### src/hdl/sampler_map.svh
// register map, field positions and reset values of the fetch/op sampler
// assumes a 32-bit register bus with byte addressing
`ifndef SAMPLER_MAP_SVH
`define SAMPLER_MAP_SVH
`define SMP_A_FCTL   8'h00
`define SMP_A_FCNT   8'h04
`define SMP_A_FLAT   8'h08
`define SMP_A_FVA    8'h0C
`define SMP_A_FPA    8'h10
`define SMP_A_OCTL   8'h14
`define SMP_A_OCNT   8'h18
`define SMP_A_OLAT   8'h1C
`define SMP_A_OADR   8'h20
`define SMP_FCTL_EN  16
`define SMP_OCTL_EN  23
`define SMP_OCTL_MD  24
`define SMP_ST_ARMED 2
`define SMP_ST_DONE  4
`define SMP_LFSR_RST 4'h1
`define SMP_RESP_OK  2'h0
`define SMP_RESP_ERR 2'h2
`endif

### src/hdl/sampler_pkg.sv
// types shared by the fetch/op sampler
// no constants here; the map header carries them
package sampler_pkg;
    typedef enum logic [4:0] {
        S_IDLE  = 5'h01,
        S_COUNT = 5'h02,
        S_ARMED = 5'h04,
        S_TRACK = 5'h08,
        S_DONE  = 5'h10
    } smp_state_t;
    // events of the tagged fetch, each a one-cycle pulse
    typedef struct packed {
        logic        l1_xlate_miss;
        logic        l2_xlate_miss;
        logic        icache_first_miss;
        logic        xlate_ok;
        logic [1:0]  l1_xlate_page_size;
        logic [31:0] paddr;
    } fetch_evt_t;
    typedef struct packed {
        logic       fetch_completed;
        logic       icache_first_miss;
        logic       l1_xlate_miss;
        logic       l2_xlate_miss;
        logic       phys_addr_valid;
        logic [1:0] l1_xlate_page_size;
    } fetch_flags_t;
endpackage

### src/hdl/instruction_fetch_sampler.sv
// fetch and op sampler with an AXI4-Lite register slave
// assumes the pipeline flags the tagged fetch/op on dedicated inputs
// Operation
// - count completed fetches while enabled, never aborted ones
// - at maximum, tag the next attempted fetch and watch it to its end
// - raise the fetch interrupt when the tagged fetch completes or aborts
// - periodic fetch counter and maximum fetch count are 20 bits
// - only the top 16 maximum bits are writable, low 4 read zero
// - periodic fetch counter clears when it reaches the maximum
// - software may load any value, including random low bits, into the counter
// - the virtual address of the tagged fetch is always reported
// - physical address valid only when address and page size are valid
// - separate first-attempt miss flags for L1, L2 translation and icache
// - completion flag only when the bytes reached the decoders
// - latency counts cycles from fetch start to delivery or abort
// - two-bit page size of the L1 translation used
// - fetch and op sampling have separate enables and registers
// - op counter counts cycles or dispatched ops, as software selects
// - at op maximum, tag an op and interrupt when it retires
// - periodic op counter is 27 bits, readable and writable
//
// The implementer's own choices: the placing of the registers and the AXI4-Lite interface to the registers.
`timescale 1ns/100ps
`include "sampler_map.svh"
module instruction_fetch_sampler #(
    parameter int LAT_W = 16
) (
    // clock and reset
    input  wire logic                      mclk_i,
    input  wire logic                      rst_n_i,
    // register bus
    input  wire logic                      s_axi_awvalid_i,
    output logic                           s_axi_awready_o,
    input  wire logic [7:0]                s_axi_awaddr_i,
    input  wire logic                      s_axi_wvalid_i,
    output logic                           s_axi_wready_o,
    input  wire logic [31:0]               s_axi_wdata_i,
    input  wire logic [3:0]                s_axi_wstrb_i,
    output logic                           s_axi_bvalid_o,
    input  wire logic                      s_axi_bready_i,
    output logic [1:0]                     s_axi_bresp_o,
    input  wire logic                      s_axi_arvalid_i,
    output logic                           s_axi_arready_o,
    input  wire logic [7:0]                s_axi_araddr_i,
    output logic                           s_axi_rvalid_o,
    input  wire logic                      s_axi_rready_i,
    output logic [31:0]                    s_axi_rdata_o,
    output logic [1:0]                     s_axi_rresp_o,
    // fetch pipeline
    input  wire logic                      fetch_start_i,
    input  wire logic [31:0]               fetch_vaddr_i,
    input  wire logic                      fetch_complete_i,
    output logic                           tag_fetch_o,
    input  wire sampler_pkg::fetch_evt_t   tag_evt_i,
    input  wire logic                      tag_done_i,
    input  wire logic                      tag_abort_i,
    output logic                           fetch_irq_o,
    // op pipeline
    input  wire logic                      op_dispatch_i,
    input  wire logic [31:0]               op_addr_i,
    output logic                           tag_op_o,
    input  wire logic                      op_retire_i,
    input  wire logic                      op_flush_i,
    output logic                           op_irq_o
);
    if (LAT_W < 2 || LAT_W > 32) begin : g_chk
        $error("LAT_W must be 2..32");
    end

    function automatic logic [31:0] merge(input logic [31:0] old, input logic [31:0] nw,
                                          input logic [3:0] strb);
        logic [31:0] r;
        r = old;
        for (int i = 0; i < 4; i++) begin
            if (strb[i]) begin
                r[8*i +: 8] = nw[8*i +: 8];
            end
        end
        return r;
    endfunction

    // bus slave: address and data taken in either order
    logic        awr_q, awr_d, wr_q, wr_d, bv_q, bv_d, arr_q, arr_d, rv_q, rv_d;
    logic [7:0]  awa_q, awa_d;
    logic [31:0] wd_q, wd_d, rd_q, rd_d, rword;
    logic [3:0]  ws_q, ws_d;
    logic [1:0]  br_q, br_d, rr_q, rr_d;
    logic        wr_go, hit_w, hit_r;

    assign wr_go = !awr_q && !wr_q && !bv_q;

    always_comb begin
        awr_d = awr_q;
        wr_d  = wr_q;
        bv_d  = bv_q;
        awa_d = awa_q;
        wd_d  = wd_q;
        ws_d  = ws_q;
        br_d  = br_q;
        if (awr_q && s_axi_awvalid_i) begin
            awr_d = 1'b0;
            awa_d = s_axi_awaddr_i;
        end
        if (wr_q && s_axi_wvalid_i) begin
            wr_d = 1'b0;
            wd_d = s_axi_wdata_i;
            ws_d = s_axi_wstrb_i;
        end
        if (wr_go) begin
            bv_d = 1'b1;
            br_d = hit_w ? `SMP_RESP_OK : `SMP_RESP_ERR;
        end
        if (bv_q && s_axi_bready_i) begin
            bv_d  = 1'b0;
            awr_d = 1'b1;
            wr_d  = 1'b1;
        end
        arr_d = arr_q;
        rv_d  = rv_q;
        rd_d  = rd_q;
        rr_d  = rr_q;
        if (arr_q && s_axi_arvalid_i) begin
            arr_d = 1'b0;
            rv_d  = 1'b1;
            rd_d  = rword;
            rr_d  = hit_r ? `SMP_RESP_OK : `SMP_RESP_ERR;
        end else if (rv_q && s_axi_rready_i) begin
            rv_d  = 1'b0;
            arr_d = 1'b1;
        end
    end

    always_ff @(posedge mclk_i or negedge rst_n_i) begin
        if (!rst_n_i) begin
            awr_q <= 1'b1;
            wr_q  <= 1'b1;
            bv_q  <= 1'b0;
            awa_q <= 8'h00;
            wd_q  <= 32'h0000_0000;
            ws_q  <= 4'h0;
            br_q  <= `SMP_RESP_OK;
            arr_q <= 1'b1;
            rv_q  <= 1'b0;
            rd_q  <= 32'h0000_0000;
            rr_q  <= `SMP_RESP_OK;
        end else begin
            awr_q <= awr_d;
            wr_q  <= wr_d;
            bv_q  <= bv_d;
            awa_q <= awa_d;
            wd_q  <= wd_d;
            ws_q  <= ws_d;
            br_q  <= br_d;
            arr_q <= arr_d;
            rv_q  <= rv_d;
            rd_q  <= rd_d;
            rr_q  <= rr_d;
        end
    end

    // fetch sampler state
    sampler_pkg::smp_state_t   fst_q, fst_d;
    sampler_pkg::fetch_flags_t ff_q, ff_d;
    logic              fen_q, fen_d;
    logic [15:0]       fmax_q, fmax_d;
    logic [19:0]       fcnt_q, fcnt_d, fmax;
    logic [LAT_W-1:0]  flat_q, flat_d;
    logic [31:0]       fva_q, fva_d, fpa_q, fpa_d;
    logic              wf_ctl, wf_cnt, f_end;
    logic [31:0]       fctl_rd, fctl_wr, fcnt_wr;

    // low four bits of the maximum are hard zero
    // low bits forced
    assign fmax    = {fmax_q, 4'h0};
    assign wf_ctl  = wr_go && awa_q == `SMP_A_FCTL;
    assign wf_cnt  = wr_go && awa_q == `SMP_A_FCNT;
    assign f_end   = tag_done_i || tag_abort_i;
    assign fctl_rd = {7'h00, ff_q, fst_q[`SMP_ST_DONE], fen_q, fmax_q};
    assign fctl_wr = merge(fctl_rd, wd_q, ws_q);
    assign fcnt_wr = merge({12'h000, fcnt_q}, wd_q, ws_q);

    always_comb begin
        fst_d  = fst_q;
        ff_d   = ff_q;
        fen_d  = fen_q;
        fmax_d = fmax_q;
        fcnt_d = fcnt_q;
        flat_d = flat_q;
        fva_d  = fva_q;
        fpa_d  = fpa_q;
        case (fst_q)
            sampler_pkg::S_IDLE: begin
                if (fen_q) begin
                    fst_d = sampler_pkg::S_COUNT;
                end
            end
            sampler_pkg::S_COUNT: begin
                if (!fen_q) begin
                    fst_d = sampler_pkg::S_IDLE;
                end else if (fetch_complete_i) begin
                    if (fcnt_q + 20'h0_0001 == fmax) begin
                        fcnt_d = 20'h0_0000;
                        fst_d  = sampler_pkg::S_ARMED;
                    end else begin
                        fcnt_d = fcnt_q + 20'h0_0001;
                    end
                end
            end
            sampler_pkg::S_ARMED: begin
                if (!fen_q) begin
                    fst_d = sampler_pkg::S_IDLE;
                end else if (fetch_start_i) begin
                    fva_d  = fetch_vaddr_i;
                    ff_d   = '0;
                    flat_d = '0;
                    fst_d  = sampler_pkg::S_TRACK;
                end
            end
            sampler_pkg::S_TRACK: begin
                if (flat_q != '1) begin
                    flat_d = flat_q + LAT_W'(1);
                end
                ff_d.l1_xlate_miss     = ff_q.l1_xlate_miss | tag_evt_i.l1_xlate_miss;
                ff_d.l2_xlate_miss     = ff_q.l2_xlate_miss | tag_evt_i.l2_xlate_miss;
                ff_d.icache_first_miss = ff_q.icache_first_miss | tag_evt_i.icache_first_miss;
                if (tag_evt_i.xlate_ok && !ff_q.phys_addr_valid) begin
                    ff_d.phys_addr_valid    = 1'b1;
                    ff_d.l1_xlate_page_size = tag_evt_i.l1_xlate_page_size;
                    fpa_d                   = tag_evt_i.paddr;
                end
                if (f_end) begin
                    ff_d.fetch_completed = tag_done_i;
                    fen_d                = 1'b0;
                    fst_d                = sampler_pkg::S_DONE;
                end
            end
            sampler_pkg::S_DONE: begin
                fst_d = sampler_pkg::S_DONE;
            end
            default: begin
                fst_d = sampler_pkg::S_IDLE;
            end
        endcase
        // only a control register write leaves the finished state, to counting if enabled, else to idle
        if (wf_ctl && !(fst_q == sampler_pkg::S_TRACK && f_end)) begin
            fmax_d = fctl_wr[15:0];
            fen_d  = fctl_wr[`SMP_FCTL_EN];
            if (!fctl_wr[`SMP_FCTL_EN]) begin
                fst_d = sampler_pkg::S_IDLE;
            end else if (fst_q == sampler_pkg::S_DONE || fst_q == sampler_pkg::S_IDLE) begin
                fst_d = sampler_pkg::S_COUNT;
            end
        end
        if (wf_cnt) begin
            fcnt_d = fcnt_wr[19:0];
        end
    end

    always_ff @(posedge mclk_i or negedge rst_n_i) begin
        if (!rst_n_i) begin
            fst_q  <= sampler_pkg::S_IDLE;
            ff_q   <= '0;
            fen_q  <= 1'b0;
            fmax_q <= 16'h0000;
            fcnt_q <= 20'h0_0000;
            flat_q <= '0;
            fva_q  <= 32'h0000_0000;
            fpa_q  <= 32'h0000_0000;
        end else begin
            fst_q  <= fst_d;
            ff_q   <= ff_d;
            fen_q  <= fen_d;
            fmax_q <= fmax_d;
            fcnt_q <= fcnt_d;
            flat_q <= flat_d;
            fva_q  <= fva_d;
            fpa_q  <= fpa_d;
        end
    end

    // op sampler: own enable and registers
    sampler_pkg::smp_state_t ost_q, ost_d;
    logic              oen_q, oen_d, omd_q, omd_d;
    logic [22:0]       omax_q, omax_d;
    logic [26:0]       ocnt_q, ocnt_d;
    logic [LAT_W-1:0]  olat_q, olat_d;
    logic [31:0]       oad_q, oad_d, octl_rd, octl_wr, ocnt_wr;
    logic [3:0]        lfsr_q, lfsr_d;
    logic              wo_ctl, wo_cnt, o_inc;

    assign wo_ctl  = wr_go && awa_q == `SMP_A_OCTL;
    assign wo_cnt  = wr_go && awa_q == `SMP_A_OCNT;
    assign octl_rd = {6'h00, ost_q[`SMP_ST_DONE], omd_q, oen_q, omax_q};
    assign octl_wr = merge(octl_rd, wd_q, ws_q);
    assign ocnt_wr = merge({5'h00, ocnt_q}, wd_q, ws_q);
    assign o_inc   = omd_q ? op_dispatch_i : 1'b1;

    always_comb begin
        ost_d  = ost_q;
        oen_d  = oen_q;
        omd_d  = omd_q;
        omax_d = omax_q;
        ocnt_d = ocnt_q;
        olat_d = olat_q;
        oad_d  = oad_q;
        lfsr_d = {lfsr_q[2:0], lfsr_q[3] ^ lfsr_q[2]};
        case (ost_q)
            sampler_pkg::S_IDLE: begin
                if (oen_q) begin
                    ost_d = sampler_pkg::S_COUNT;
                end
            end
            sampler_pkg::S_COUNT: begin
                if (!oen_q) begin
                    ost_d = sampler_pkg::S_IDLE;
                end else if (o_inc) begin
                    if (ocnt_q + 27'h000_0001 == {omax_q, 4'h0}) begin
                        ocnt_d = 27'h000_0000;
                        ost_d  = sampler_pkg::S_ARMED;
                    end else begin
                        ocnt_d = ocnt_q + 27'h000_0001;
                    end
                end
            end
            sampler_pkg::S_ARMED: begin
                if (!oen_q) begin
                    ost_d = sampler_pkg::S_IDLE;
                end else if (op_dispatch_i) begin
                    oad_d  = op_addr_i;
                    olat_d = '0;
                    ost_d  = sampler_pkg::S_TRACK;
                end
            end
            sampler_pkg::S_TRACK: begin
                if (olat_q != '1) begin
                    olat_d = olat_q + LAT_W'(1);
                end
                // flushed op drops the sample and restarts from a random count
                if (op_flush_i) begin
                    ocnt_d = {23'h00_0000, lfsr_q};
                    ost_d  = sampler_pkg::S_COUNT;
                end else if (op_retire_i) begin
                    oen_d = 1'b0;
                    ost_d = sampler_pkg::S_DONE;
                end
            end
            sampler_pkg::S_DONE: begin
                ost_d = sampler_pkg::S_DONE;
            end
            default: begin
                ost_d = sampler_pkg::S_IDLE;
            end
        endcase
        if (wo_ctl && !(ost_q == sampler_pkg::S_TRACK && op_retire_i)) begin
            omax_d = octl_wr[22:0];
            oen_d  = octl_wr[`SMP_OCTL_EN];
            omd_d  = octl_wr[`SMP_OCTL_MD];
            if (!octl_wr[`SMP_OCTL_EN]) begin
                ost_d = sampler_pkg::S_IDLE;
            end else if (ost_q == sampler_pkg::S_DONE || ost_q == sampler_pkg::S_IDLE) begin
                ost_d = sampler_pkg::S_COUNT;
            end
        end
        if (wo_cnt) begin
            ocnt_d = ocnt_wr[26:0];
        end
    end

    always_ff @(posedge mclk_i or negedge rst_n_i) begin
        if (!rst_n_i) begin
            ost_q  <= sampler_pkg::S_IDLE;
            oen_q  <= 1'b0;
            omd_q  <= 1'b0;
            omax_q <= 23'h00_0000;
            ocnt_q <= 27'h000_0000;
            olat_q <= '0;
            oad_q  <= 32'h0000_0000;
            lfsr_q <= `SMP_LFSR_RST;
        end else begin
            ost_q  <= ost_d;
            oen_q  <= oen_d;
            omd_q  <= omd_d;
            omax_q <= omax_d;
            ocnt_q <= ocnt_d;
            olat_q <= olat_d;
            oad_q  <= oad_d;
            lfsr_q <= lfsr_d;
        end
    end

    // read and write decode
    always_comb begin
        hit_w = awa_q == `SMP_A_FCTL || awa_q == `SMP_A_FCNT ||
                awa_q == `SMP_A_OCTL || awa_q == `SMP_A_OCNT;
        hit_r = 1'b1;
        rword = 32'h0000_0000;
        if (s_axi_araddr_i == `SMP_A_FCTL) begin
            rword = fctl_rd;
        end else if (s_axi_araddr_i == `SMP_A_FCNT) begin
            rword = {12'h000, fcnt_q};
        end else if (s_axi_araddr_i == `SMP_A_FLAT) begin
            rword = 32'(flat_q);
        end else if (s_axi_araddr_i == `SMP_A_FVA) begin
            rword = fva_q;
        end else if (s_axi_araddr_i == `SMP_A_FPA) begin
            rword = fpa_q;
        end else if (s_axi_araddr_i == `SMP_A_OCTL) begin
            rword = octl_rd;
        end else if (s_axi_araddr_i == `SMP_A_OCNT) begin
            rword = {5'h00, ocnt_q};
        end else if (s_axi_araddr_i == `SMP_A_OLAT) begin
            rword = 32'(olat_q);
        end else if (s_axi_araddr_i == `SMP_A_OADR) begin
            rword = oad_q;
        end else begin
            hit_r = 1'b0;
        end
    end

    assign s_axi_awready_o = awr_q;
    assign s_axi_wready_o  = wr_q;
    assign s_axi_bvalid_o  = bv_q;
    assign s_axi_bresp_o   = br_q;
    assign s_axi_arready_o = arr_q;
    assign s_axi_rvalid_o  = rv_q;
    assign s_axi_rdata_o   = rd_q;
    assign s_axi_rresp_o   = rr_q;
    assign tag_fetch_o     = fst_q[`SMP_ST_ARMED];
    assign fetch_irq_o     = fst_q[`SMP_ST_DONE];
    assign tag_op_o        = ost_q[`SMP_ST_ARMED];
    assign op_irq_o        = ost_q[`SMP_ST_DONE];
endmodule

### config.mk
export PLATFORM = sky130hd
export DESIGN_NAME = instruction_fetch_sampler
export DESIGN_NICKNAME = d
export VERILOG_FILES = /design/src/hdl/sampler_pkg.sv /design/src/hdl/instruction_fetch_sampler.sv
export VERILOG_INCLUDE_DIRS = /design/src /design/src/hdl
export SDC_FILE = /design/constraint.sdc
export NUM_CORES = 1
export LEC_CHECK = 0
export BUFFER_PORTS_ARGS = -buffer_cell sky130_fd_sc_hd__buf_4
export CAP_MARGIN = 20
export CORE_MARGIN = 10
export CORE_UTILIZATION = 50
export DETAILED_ROUTE_END_ITERATION = 10
export PLACE_DENSITY = 0.73
export SLEW_MARGIN = 0
export SYNTH_ARGS = -nofsm -noshare
export SYNTH_HDL_FRONTEND = slang
export SYNTH_SLANG_ARGS = --single-unit
### constraint.sdc
create_clock -name mclk_i -period 2.95 [get_ports mclk_i]
set_input_delay 0.59 -clock mclk_i [delete_from_list [all_inputs] [get_ports mclk_i]]
set_output_delay 0.59 -clock mclk_i [all_outputs]
set_load 0.05 [all_outputs]
* Yosys cells after proc, flatten, opt, wreduce, memory -nomap -nowiden
Index checks and enable logic that the tools add are counted.
Storage, ports and cells: register bits after elaboration 318, bits in latches 0, bits in writable memories 0, memory bits (read-only) 0, output and inout bits 45, word-level logic and storage cells 251, memories kept 0
Cells by class: add/subtract/negate cells 4, multiply operators 0, div/mod/pow operators 0, order comparisons 0, equality and inequality tests 44, shift-type cells 0, mux-type cells 92, bitwise logic cells 4, reduce and logical (&&, ||, !) cells 67
Operators by type and width (number):
- $mux W32 | 9
- $mux W27 | 5
- $mux W5 | 21
- $mux W20 | 5
- $mux W16 | 6
- $pmux W16 S2 | 2
- $pmux W27 S2 | 1
- $pmux W5 S5 | 2
- $eq A8 B5 Y1 const B | 6
- $add A16 B1 Y16 const B | 2
- $mux W8 | 4
- $ne A16 B16 Y1 const B | 2
- $ne A2 B2 Y1 const B | 15
- $mux W1 | 29
- $reduce_and A4 Y1 | 7
- $add A27 B1 Y27 const B | 1
- $eq A27 B27 Y1 | 1
- $reduce_bool A2 Y1 | 13
- $add A20 B1 Y20 const B | 1
- $eq A20 B20 Y1 | 1
- $reduce_and A5 Y1 | 4
- $eq A8 B3 Y1 const B | 2
- $eq A8 B4 Y1 const B | 2
- $logic_and A1 B1 Y1 | 16
- 21 further kinds | 54

* Depth between registers and ports, before layout
Gate-level depths: netlist of run 1.
depth after elaboration 11, mapped depth 11

* Worst setup path after synthesis of run 1
No wires, ideal clock.
path type register to register, start register ocnt_q[0], end register ost_q[2], setup time 0.078 ns, arrival time 3.017 ns, path slack -0.144 ns, cell stages (with the launch flop) 11, buffers on the path 1, clock period less this slack 3.094 ns, path through dfrtp_1 > ha_1 > nand4_4 > or3_4 > or4_4 > a22oi_2 > nand4bb_1 > or4_1 > buf_2 > or3b_1 > a21oi_1
Between the ends: word-level cells in the longest chain between the ends 9
Ends and longest elaborated chain:
- start, declared | line instruction_fetch_sampler.sv:285 | logic [26:0] ocnt_q, ocnt_d;
- start signal, assigned | line instruction_fetch_sampler.sv:384 | ocnt_q <= ocnt_d;
- $add A27 B1 Y27 (*) | line instruction_fetch_sampler.sv:317 | if (ocnt_q + 27'h000_0001 == {omax_q, 4'h0}) begin
- $eq A27 B27 Y1 (*) | line instruction_fetch_sampler.sv:317
- $mux W5 (*) | line instruction_fetch_sampler.sv:317
- $mux W5 (*) | line instruction_fetch_sampler.sv:316 | end else if (o_inc) begin
- $mux W5 (*) | line instruction_fetch_sampler.sv:314 | if (!oen_q) begin
- $pmux W5 S5 (*) | line instruction_fetch_sampler.sv:307 | case (ost_q)
- $mux W5 | line instruction_fetch_sampler.sv:360 | end else if (ost_q == sampler_pkg::S_DONE || ost_q == sampler_pkg::S_IDLE) begin
- $mux W5 | line instruction_fetch_sampler.sv:358 | if (!octl_wr[`SMP_OCTL_EN]) begin
- $mux W5 (*) | line instruction_fetch_sampler.sv:354 | if (wo_ctl && !(ost_q == sampler_pkg::S_TRACK && op_retire_i)) begin
- named net ost_d[2] | line instruction_fetch_sampler.sv:282 | sampler_pkg::smp_state_t ost_q, ost_d;
- end signal, assigned | line instruction_fetch_sampler.sv:371 | ost_q <= sampler_pkg::S_IDLE;
- end signal, assigned | line instruction_fetch_sampler.sv:380 | ost_q <= ost_d;
- end, declared | line instruction_fetch_sampler.sv:282
Mark *: on every way through the listed nets, which the timed path passes. The rest lies on a longest branch. A chain may end at the register's enable or synchronous reset.

* Worst setup path in the final report of run 1
Ends and elaborated chain as after synthesis.

==> results.txt, run 1 <==
----------------------------------------------------
[Run status]
  Status ... complete, but fails checks
  Violated checks ... negative setup slack

[Floorplanning]
  Horizontal die dimension ... 205 µm
  Effective utilization at floorplan ... 0.509
  Number of I/O pins ... 213
  Core Area ... 0.0336 mm²
  Die area ... 0.0420 mm²
  Floorplan die height ... 205 µm
  Cell Rows ... 67

[CTS]
  Insertion delay of the later-clocked pin in the worst-skew pair ... 0.54 ns
  Hold buffer count at cts ... 0
  Register clock-pin slew on the reported worst setup and hold paths ... 0.06 ns
  CTS root buffer ... clkbuf_16
  CTS tree ... yes
  CTS Buf Count ... 36
  Sinks on Clock Net ... 316
  Maximum clock path buffer count ... 3
  Number of levels the H-tree was split into ... 2

[Final layout]
  Layout-stage area growth over the synthesis result ... 27.2%
  Fraction of the core area covered by cells at the end of the flow ... 0.647
  Antenna diode count ... 0
  Final-layout fill cell count ... 2771
  Final cell count without fillers ... 2653
  Fraction of final layout cells sized beyond drive strength 1 ... 0.297
  Number of nets at the end of the flow ... 2350

[Route]
  Detail-routed via count per cell ... 6.09
  WL/cell ... 23.2 µm
  Initial DRT Pass Iterations ... 9
  DRC Markers ... 0
  Via Count ... 16200
  Residual antenna-violating net count after detailed routing ... 0
  Total Routed Length ... 61.5 mm
  Drt first-iter violations ... 1597

[STA]
  Worst Slack Setup Final ... -0.0482 ns
  Slew headroom ... 0.397
  Final Hold Violating Endpoints ... 0
  Period utilization ... 1.02
  Transition time at the pin with the least slew margin ... 0.905 ns
  Final critical path time including I/O delays and setup ... 3.00 ns
  Unrepaired setup endpoints after global routing ... yes
  Setup Viol. Count Final ... 2
  Final worst clock skew ... 0.0231 ns
  FMAX ... 0.334 GHz
  Final Slew Violations ... 0

[Placement]
  Instance count after placement with tap cells included ... 2569
  DP Wirelength ... 46.6 mm
  RePlAce Congestion ... 0.993
  Port Buffer Count ... 205

[Critical path]
  CP Capture Type ... flop
  Flop-to-flop setup slack ... -0.05 ns
  Worst setup path class ... flop to flop
  Startpoint class of the critical path ... flop
  CP max stage delay ... 0.51 ns
  Cell Chain, Critical Path ... ha_4 > nand4_4 > buf_4 > nor4_4 > xnor2_1 > o21ai_1 > or4_1 > or4_4 > or3b_1 > a21oi_1
  CP Data Arrival Time ... 3.44 ns
  Worst endpoint required time ... 3.39 ns
  Crit Reg-Reg Startpoint ... ocnt_q[0]
  Max Fanout on Critical Path ... 3
  Slowest stage cell on the critical path ... or4_1
  Worst Setup SP ... ocnt_q[0]

[Yosys]
  Number of synthesized flops with an enable pin ... 0
  Syn Inst Count ... 1859
  Most common cell in the synthesized netlist ... nand2_1
  Ys flop type ... dfrtp_1
  Portion of synthesized cell area occupied by the leading cell type ... 0.454
  Combined area of all synthesized cells ... 0.0171 mm²
  Fraction of registers with async set or reset after synthesis ... 1.00
  Area leader, netlist ... dfrtp_1
  Average cell area after synthesis ... 9.20 µm²
  Commonest cells post-synth ... nand2_1, dfrtp_1, nor2_1, mux2_2, clkbuf_1
  Yosys cell types ... 90
  Sequential-to-total area share from yosys stat ... 0.463
  Number of synthesized register bits ... 316
  Number of synthesis warnings ... 0
  Biggest area contributors in the synthesized netlist ... dfrtp_1, nand2_1, mux2_2

[Global route]
  Maximum number of pins on one net before global-route repair ... 74
  Antenna violations before repair ... 0
  Wire length of the first global-routing pass ... 95.2 mm
  Vias in the first global route ... 16100
  Total congestion overflow ... 0
  Overall routing resource usage ... 0.290

[Power]
  Maximum VDD drop ... 441 µV
  PwrDens ... 659 mW/mm²
  Static leakage ... 9.99 nW
  PnR Total Power ... 14.3 mW

[Min path]
  Worst min-delay path class ... input port to async pin

[Flow run]
  Count of max-cap constraint violations ... 0

----------------------------------------------------
-- sequential cells by signal, summed over array words and instances, names as in the netlist, 4 cells and up --
name,flops
ocnt_q,27
oad_q,32
lfsr_q,4
ws_q,4
fst_q,5
fcnt_q,20
fctl_rd,7
flat_q,16
s_axi_rdata_o,32
fpa_q,32
olat_q,16
fva_q,32
omax_q,23
fmax_q,16
awa_q,8
wd_q,27
ost_q,5
-- per-stage QoR --
step                TNS (ns)  instance area, µm²  setup slack (ns)  hold WS (ns)
finish               -0.0778               21800           -0.0482        0.0172
global route          -0.493               21800            -0.138        0.0601
CTS                  -0.0155               21500           -0.0155        0.0364
detailed placement     -2.71               20200            -0.154         0.381
global placement       -1.79               20200            -0.148         0.390
floorplan                  0               17100            0.0122         0.294
-- critical path, delay by kind of cell, from the launching register on --
| family | cells | cell delay (ns) |
|---|---|---|
| flip-flops | 1 | 0.42 |
| AO/OA/AOI/OAI | 2 | 0.24 |
| adder cells (fa/ha/maj) | 1 | 0.17 |
| AND/OR/NAND/NOR | 5 | 1.69 |
| XOR/XNOR | 1 | 0.21 |
| buffers and inverters | 1 | 0.17 |
-- final timing paths --
path                            cells after the start                end
worst min register to register                      0          lfsr_q[2]
worst min-delay path                                1  s_axi_rdata_o[21]
worst max-delay path                               10           ost_q[2]
max in group asynchronous                           2          fpa_q[11]
min in group mclk_i                                 2    s_axi_awready_o
worst max register to register                     10           ost_q[2]
-- routing by layer --
layer | routed length [µm] | vias to the layer above | global-route usage
met5 | 0 | - | 0
met4 | 3180 | 0 | 0.138
met3 | 4470 | 165 | 0.0490
met2 | 29200 | 693 | 0.474
met1 | 24700 | 7962 | 0.367
li1 | - | 7331 | -
-- cell families (layout without fill, tap and decap cells) --
kind of cell / Yosys count / count (layout) / synth area share
compound gates: 371 / 371 / 0.145
xor+xnor: 82 / 82 / 0.0420
fa+ha+maj: 4 / 4 / 0.00293
buf+inv: 160 / 505 / 0.0382
flops: 316 / 316 / 0.463
mux: 118 / 118 / 0.0771
other cells: 1 / 2 / 0.000219
simple gates: 807 / 807 / 0.231
-- cell type report --
class                   instances  area [µm²]  share of cell area
multi-input cells            1384        8750               0.402
repair buffers                406        3180               0.146
well taps                     448         561              0.0258
clock buffers                  49        1000              0.0460
inverters                      34         128             0.00587
flip-flops and latches        316        7930               0.364
clock inverters                16         196             0.00903
-- cells in the final DEF (no fill, tap or decap), types with 8 or more instances in the layout --
cell type / synthesis / final
dfrtp_2: 0 / 10
a22o_1: 9 / 9
a31oi_1: 8 / 8
nor4_1: 39 / 31
inv_1: 34 / 34
clkbuf_16: 0 / 36
and3_1: 32 / 31
dfrtp_1: 310 / 300
a221oi_1: 25 / 25
a41oi_1: 14 / 12
nor2_1: 120 / 118
and2_1: 14 / 13
mux2_2: 110 / 110
o21ai_0: 102 / 93
nand2b_1: 15 / 15
a22oi_1: 48 / 46
buf_12: 0 / 9
and4_1: 10 / 9
o21ai_1: 5 / 13
buf_4: 8 / 390
a21oi_1: 63 / 61
or3_1: 15 / 15
nor2b_1: 11 / 11
a222oi_1: 10 / 10
nand4_1: 27 / 27
nor4_2: 2 / 8
o22ai_1: 17 / 17
nand2_1: 336 / 333
xor2_1: 33 / 33
nand3_1: 90 / 89
nor3_1: 45 / 43
clkbuf_1: 103 / 8
mux2i_1: 8 / 8
xnor2_1: 49 / 49
o31ai_1: 11 / 9
-- power by group --
group,internal (mW),total (mW),switching (mW),leakage (nW)
clock network,2.67,4.55,1.88,0.584
registers,4.93,6.02,1.09,3.93
logic,1.75,3.76,2.01,5.47
-- what timing repair did --
item                                    4_1_cts  5_1_grt
gates resized for setup                      19       37
endpoints found under the setup margin       26       26
pin swaps                                    10       13
setup buffers                                 7       12
Power figures use the tool's default switching activity.
==> run 2: changes to the inputs <==
Settings changed: PLACE_DENSITY 0.73 to 0.7.
Clock period 2.95 ns to 3 ns, I/O delays scaled along.
==> results.txt, run 2 (synthesis results as in run 1) <==
----------------------------------------------------
[Critical path]
  Slowest stage cell on the critical path ... or4_4
  CP Data Arrival Time ... 3.40 ns (-0.04 ns)
  CP max stage delay ... 0.56 ns (+0.05 ns)
  Startpoint class of the critical path ... flop
  Worst endpoint required time ... 3.45 ns (+0.06 ns)
  Path depth of the worst reg2reg path ... 10 (unchanged)
  Worst setup path class ... flop to flop
  CP Capture Type ... flop
  Max Fanout on Critical Path ... 3 (unchanged)
  Cell Chain, Critical Path ... ha_4 > and4_4 > buf_12 > nand4_1 > mux2i_1 > and4_1 > o221ai_2 > or4_4 > or3b_1 > a21oi_1

[Final layout]
  Fraction of final layout cells sized beyond drive strength 1 ... 0.281 (-0.0159)
  Final cell count without fillers ... 2621 (-1.2%)
  Layout-stage area growth over the synthesis result ... 25.3%
  Number of nets at the end of the flow ... 2320 (-1.3%)
  Final-layout fill cell count ... 2841 (+2.5%)
  Leading cell type in the layout, fill and taps excluded ... buf_4
  Antenna diode count ... 0 (unchanged)
  Most frequent cells in the layout ... buf_4, nand2_1, dfrtp_1, nor2_1, mux2_2
  Fin area ... 0.0214 mm² (-1.5%)

[Flow run]
  Count of max-cap constraint violations ... 0 (unchanged)

[CTS]
  Maximum clock path buffer count ... 3 (unchanged)
  CTS root buffer ... clkbuf_16
  Hold buffer count at cts ... 0 (unchanged)
  Register clock-pin slew on the reported worst setup and hold paths ... 0.06 ns (about the same)
  Insertion delay of the later-clocked pin in the worst-skew pair ... 0.54 ns (about the same)
  CTS tree ... yes
  Number of levels the H-tree was split into ... 2 (unchanged)
  Sinks on Clock Net ... 316 (unchanged)
  CTS Buf Count ... 37 (+2.8%)

[Floorplanning]
  Floorplan die height ... 205 µm (unchanged)
  Effective utilization at floorplan ... 0.509 (unchanged)
  Die area ... 0.0420 mm² (unchanged)
  Core Area ... 0.0336 mm² (unchanged)
  Number of I/O pins ... 213 (unchanged)
  Horizontal die dimension ... 205 µm (unchanged)
  Cell Rows ... 67 (unchanged)

[Placement]
  Port Buffer Count ... 205 (unchanged)
  RePlAce Congestion ... 1.01 (+1.3%)
  Placed standard-cell area ... 0.0201 mm² (-0.61%)
  Pre-CTS setup slack ... -0.0882 ns (+0.0658 ns)
  DP Wirelength ... 46.4 mm (-0.43%)
  Instance count after placement with tap cells included ... 2551 (-0.70%)

[Route]
  WL/cell ... 23.4 µm (+0.97%)
  Drt first-iter violations ... 1350 (-15%)
  Total Routed Length ... 61.4 mm (-0.25%)
  Residual antenna-violating net count after detailed routing ... 0 (unchanged)
  DRC Markers ... 0 (unchanged)
  Via Count ... 16000 (-1.1%)
  Initial DRT Pass Iterations ... 8 (-1)
  Detail-routed via count per cell ... 6.10 (+0.14%)

[Power]
  PnR Total Power ... 14.0 mW (-2.4%)
  Maximum VDD drop ... 552 µV (+25%)
  PwrDens ... 652 mW/mm² (-0.99%)
  Static leakage ... 9.84 nW (-1.5%)

[Global route]
  Maximum number of pins on one net before global-route repair ... 66 (-11%)
  Total congestion overflow ... 0 (unchanged)
  Wire length of the first global-routing pass ... 93.9 mm (-1.3%)
  Overall routing resource usage ... 0.288 (-0.00159)
  Antenna violations before repair ... 1 (+1)
  Vias in the first global route ... 15900 (-1.2%)

[Run status]
  Status ... finished, final reports clean

[STA]
  Final Hold Violating Endpoints ... 0 (unchanged)
  Final worst clock skew ... 0.0152 ns (-0.00795 ns)
  FMAX ... 0.339 GHz (+1.6%)
  Slew headroom ... 0.309 (-0.0875)
  Final critical path time including I/O delays and setup ... 2.95 ns (-0.0477 ns)
  Period utilization ... 0.983 (-0.0328)
  Final Slew Violations ... 0 (unchanged)
  Setup Viol. Count Final ... 0 (-2)
  Worst Slack Setup Final ... 0.0495 ns (+0.0977 ns)
  Final-layout worst hold slack ... 0.00350 ns (-0.0137 ns)
  Unrepaired setup endpoints after global routing ... yes
  Transition time at the pin with the least slew margin ... 1.03 ns (+0.127 ns)

[Min path]
  Worst min-delay path class ... input port to async pin

----------------------------------------------------
## run 2: changes by cell type in the layout (fill, tap and decap cells not counted), moves of 3 or more
cell	delta
buf_4	-32
nor4_1	+3
o21ai_1	-6
o21ai_0	+7
## run 2: critical path, delay by kind of cell, from the launching register on
| family | cells | cell delay (ns) |
|---|---|---|
| and+or+nand+nor | 5 | 1.59 |
| DFF | 1 | 0.41 |
| muxes | 1 | 0.33 |
| AOI/OAI and AO/OA | 2 | 0.24 |
| adders and majority gates | 1 | 0.17 |
| buffers and inverters | 1 | 0.11 |
## run 2: worst paths after layout
| kind | start | end | slack [ns] |
|---|---|---|---|
| worst max-delay path | ocnt_q[1] | ost_q[2] | 0.05 |
| worst min-delay path | rst_n_i | s_axi_rdata_o[24] | 0.004 |
| worst max register to register | ocnt_q[1] | ost_q[2] | 0.05 |
| worst min register to register | lfsr_q[1] | lfsr_q[2] | 0.38 |
| max in group asynchronous | rst_n_i | lfsr_q[0] | 2.24 |
| min in group mclk_i | s_axi_wvalid_i | s_axi_wready_o | 0.22 |
## run 2: through the flow
step	setup TNS [ns]	util
after CTS	0	0.633
final	0	0.638
after floorplan	0	-
after global routing	-0.112	0.638
after detailed placement	-0.289	0.598
after global placement	-0.238	0.598
## run 2: layout make-up
| cell class | instances | area [µm²] | share of cell area |
|---|---|---|---|
| inverter | 34 | 128 | 0.00595 |
| clock buffer | 50 | 1030 | 0.0483 |
| tap | 448 | 561 | 0.0262 |
| timing repair buffer | 375 | 2980 | 0.139 |
| sequential | 316 | 7930 | 0.370 |
| clock inverter | 14 | 140 | 0.00654 |
| multi-input combinational | 1384 | 8660 | 0.404 |
## run 2: power by group
part	internal [mW]	leakage (nW)	total [mW]	switching [mW]
logic	1.68	5.33	3.68	2.00
clock network	2.60	0.577	4.44	1.84
registers	4.85	3.93	5.87	1.02
## run 2: per-layer routing
metal,global-route usage,vias up,part of all wire
met3,0.0468,155,0.067
met4,0.130,0,0.047
li1,-,7293,-
met1,0.368,7885,0.41
met2,0.473,646,0.48
met5,0,-,0
## run 2: repair_timing
action,CTS,global route
buffers inserted,0,6
cloned,0,0
endpoints found under the setup margin,7,25
pin swaps,0,9
resized for setup,4,30
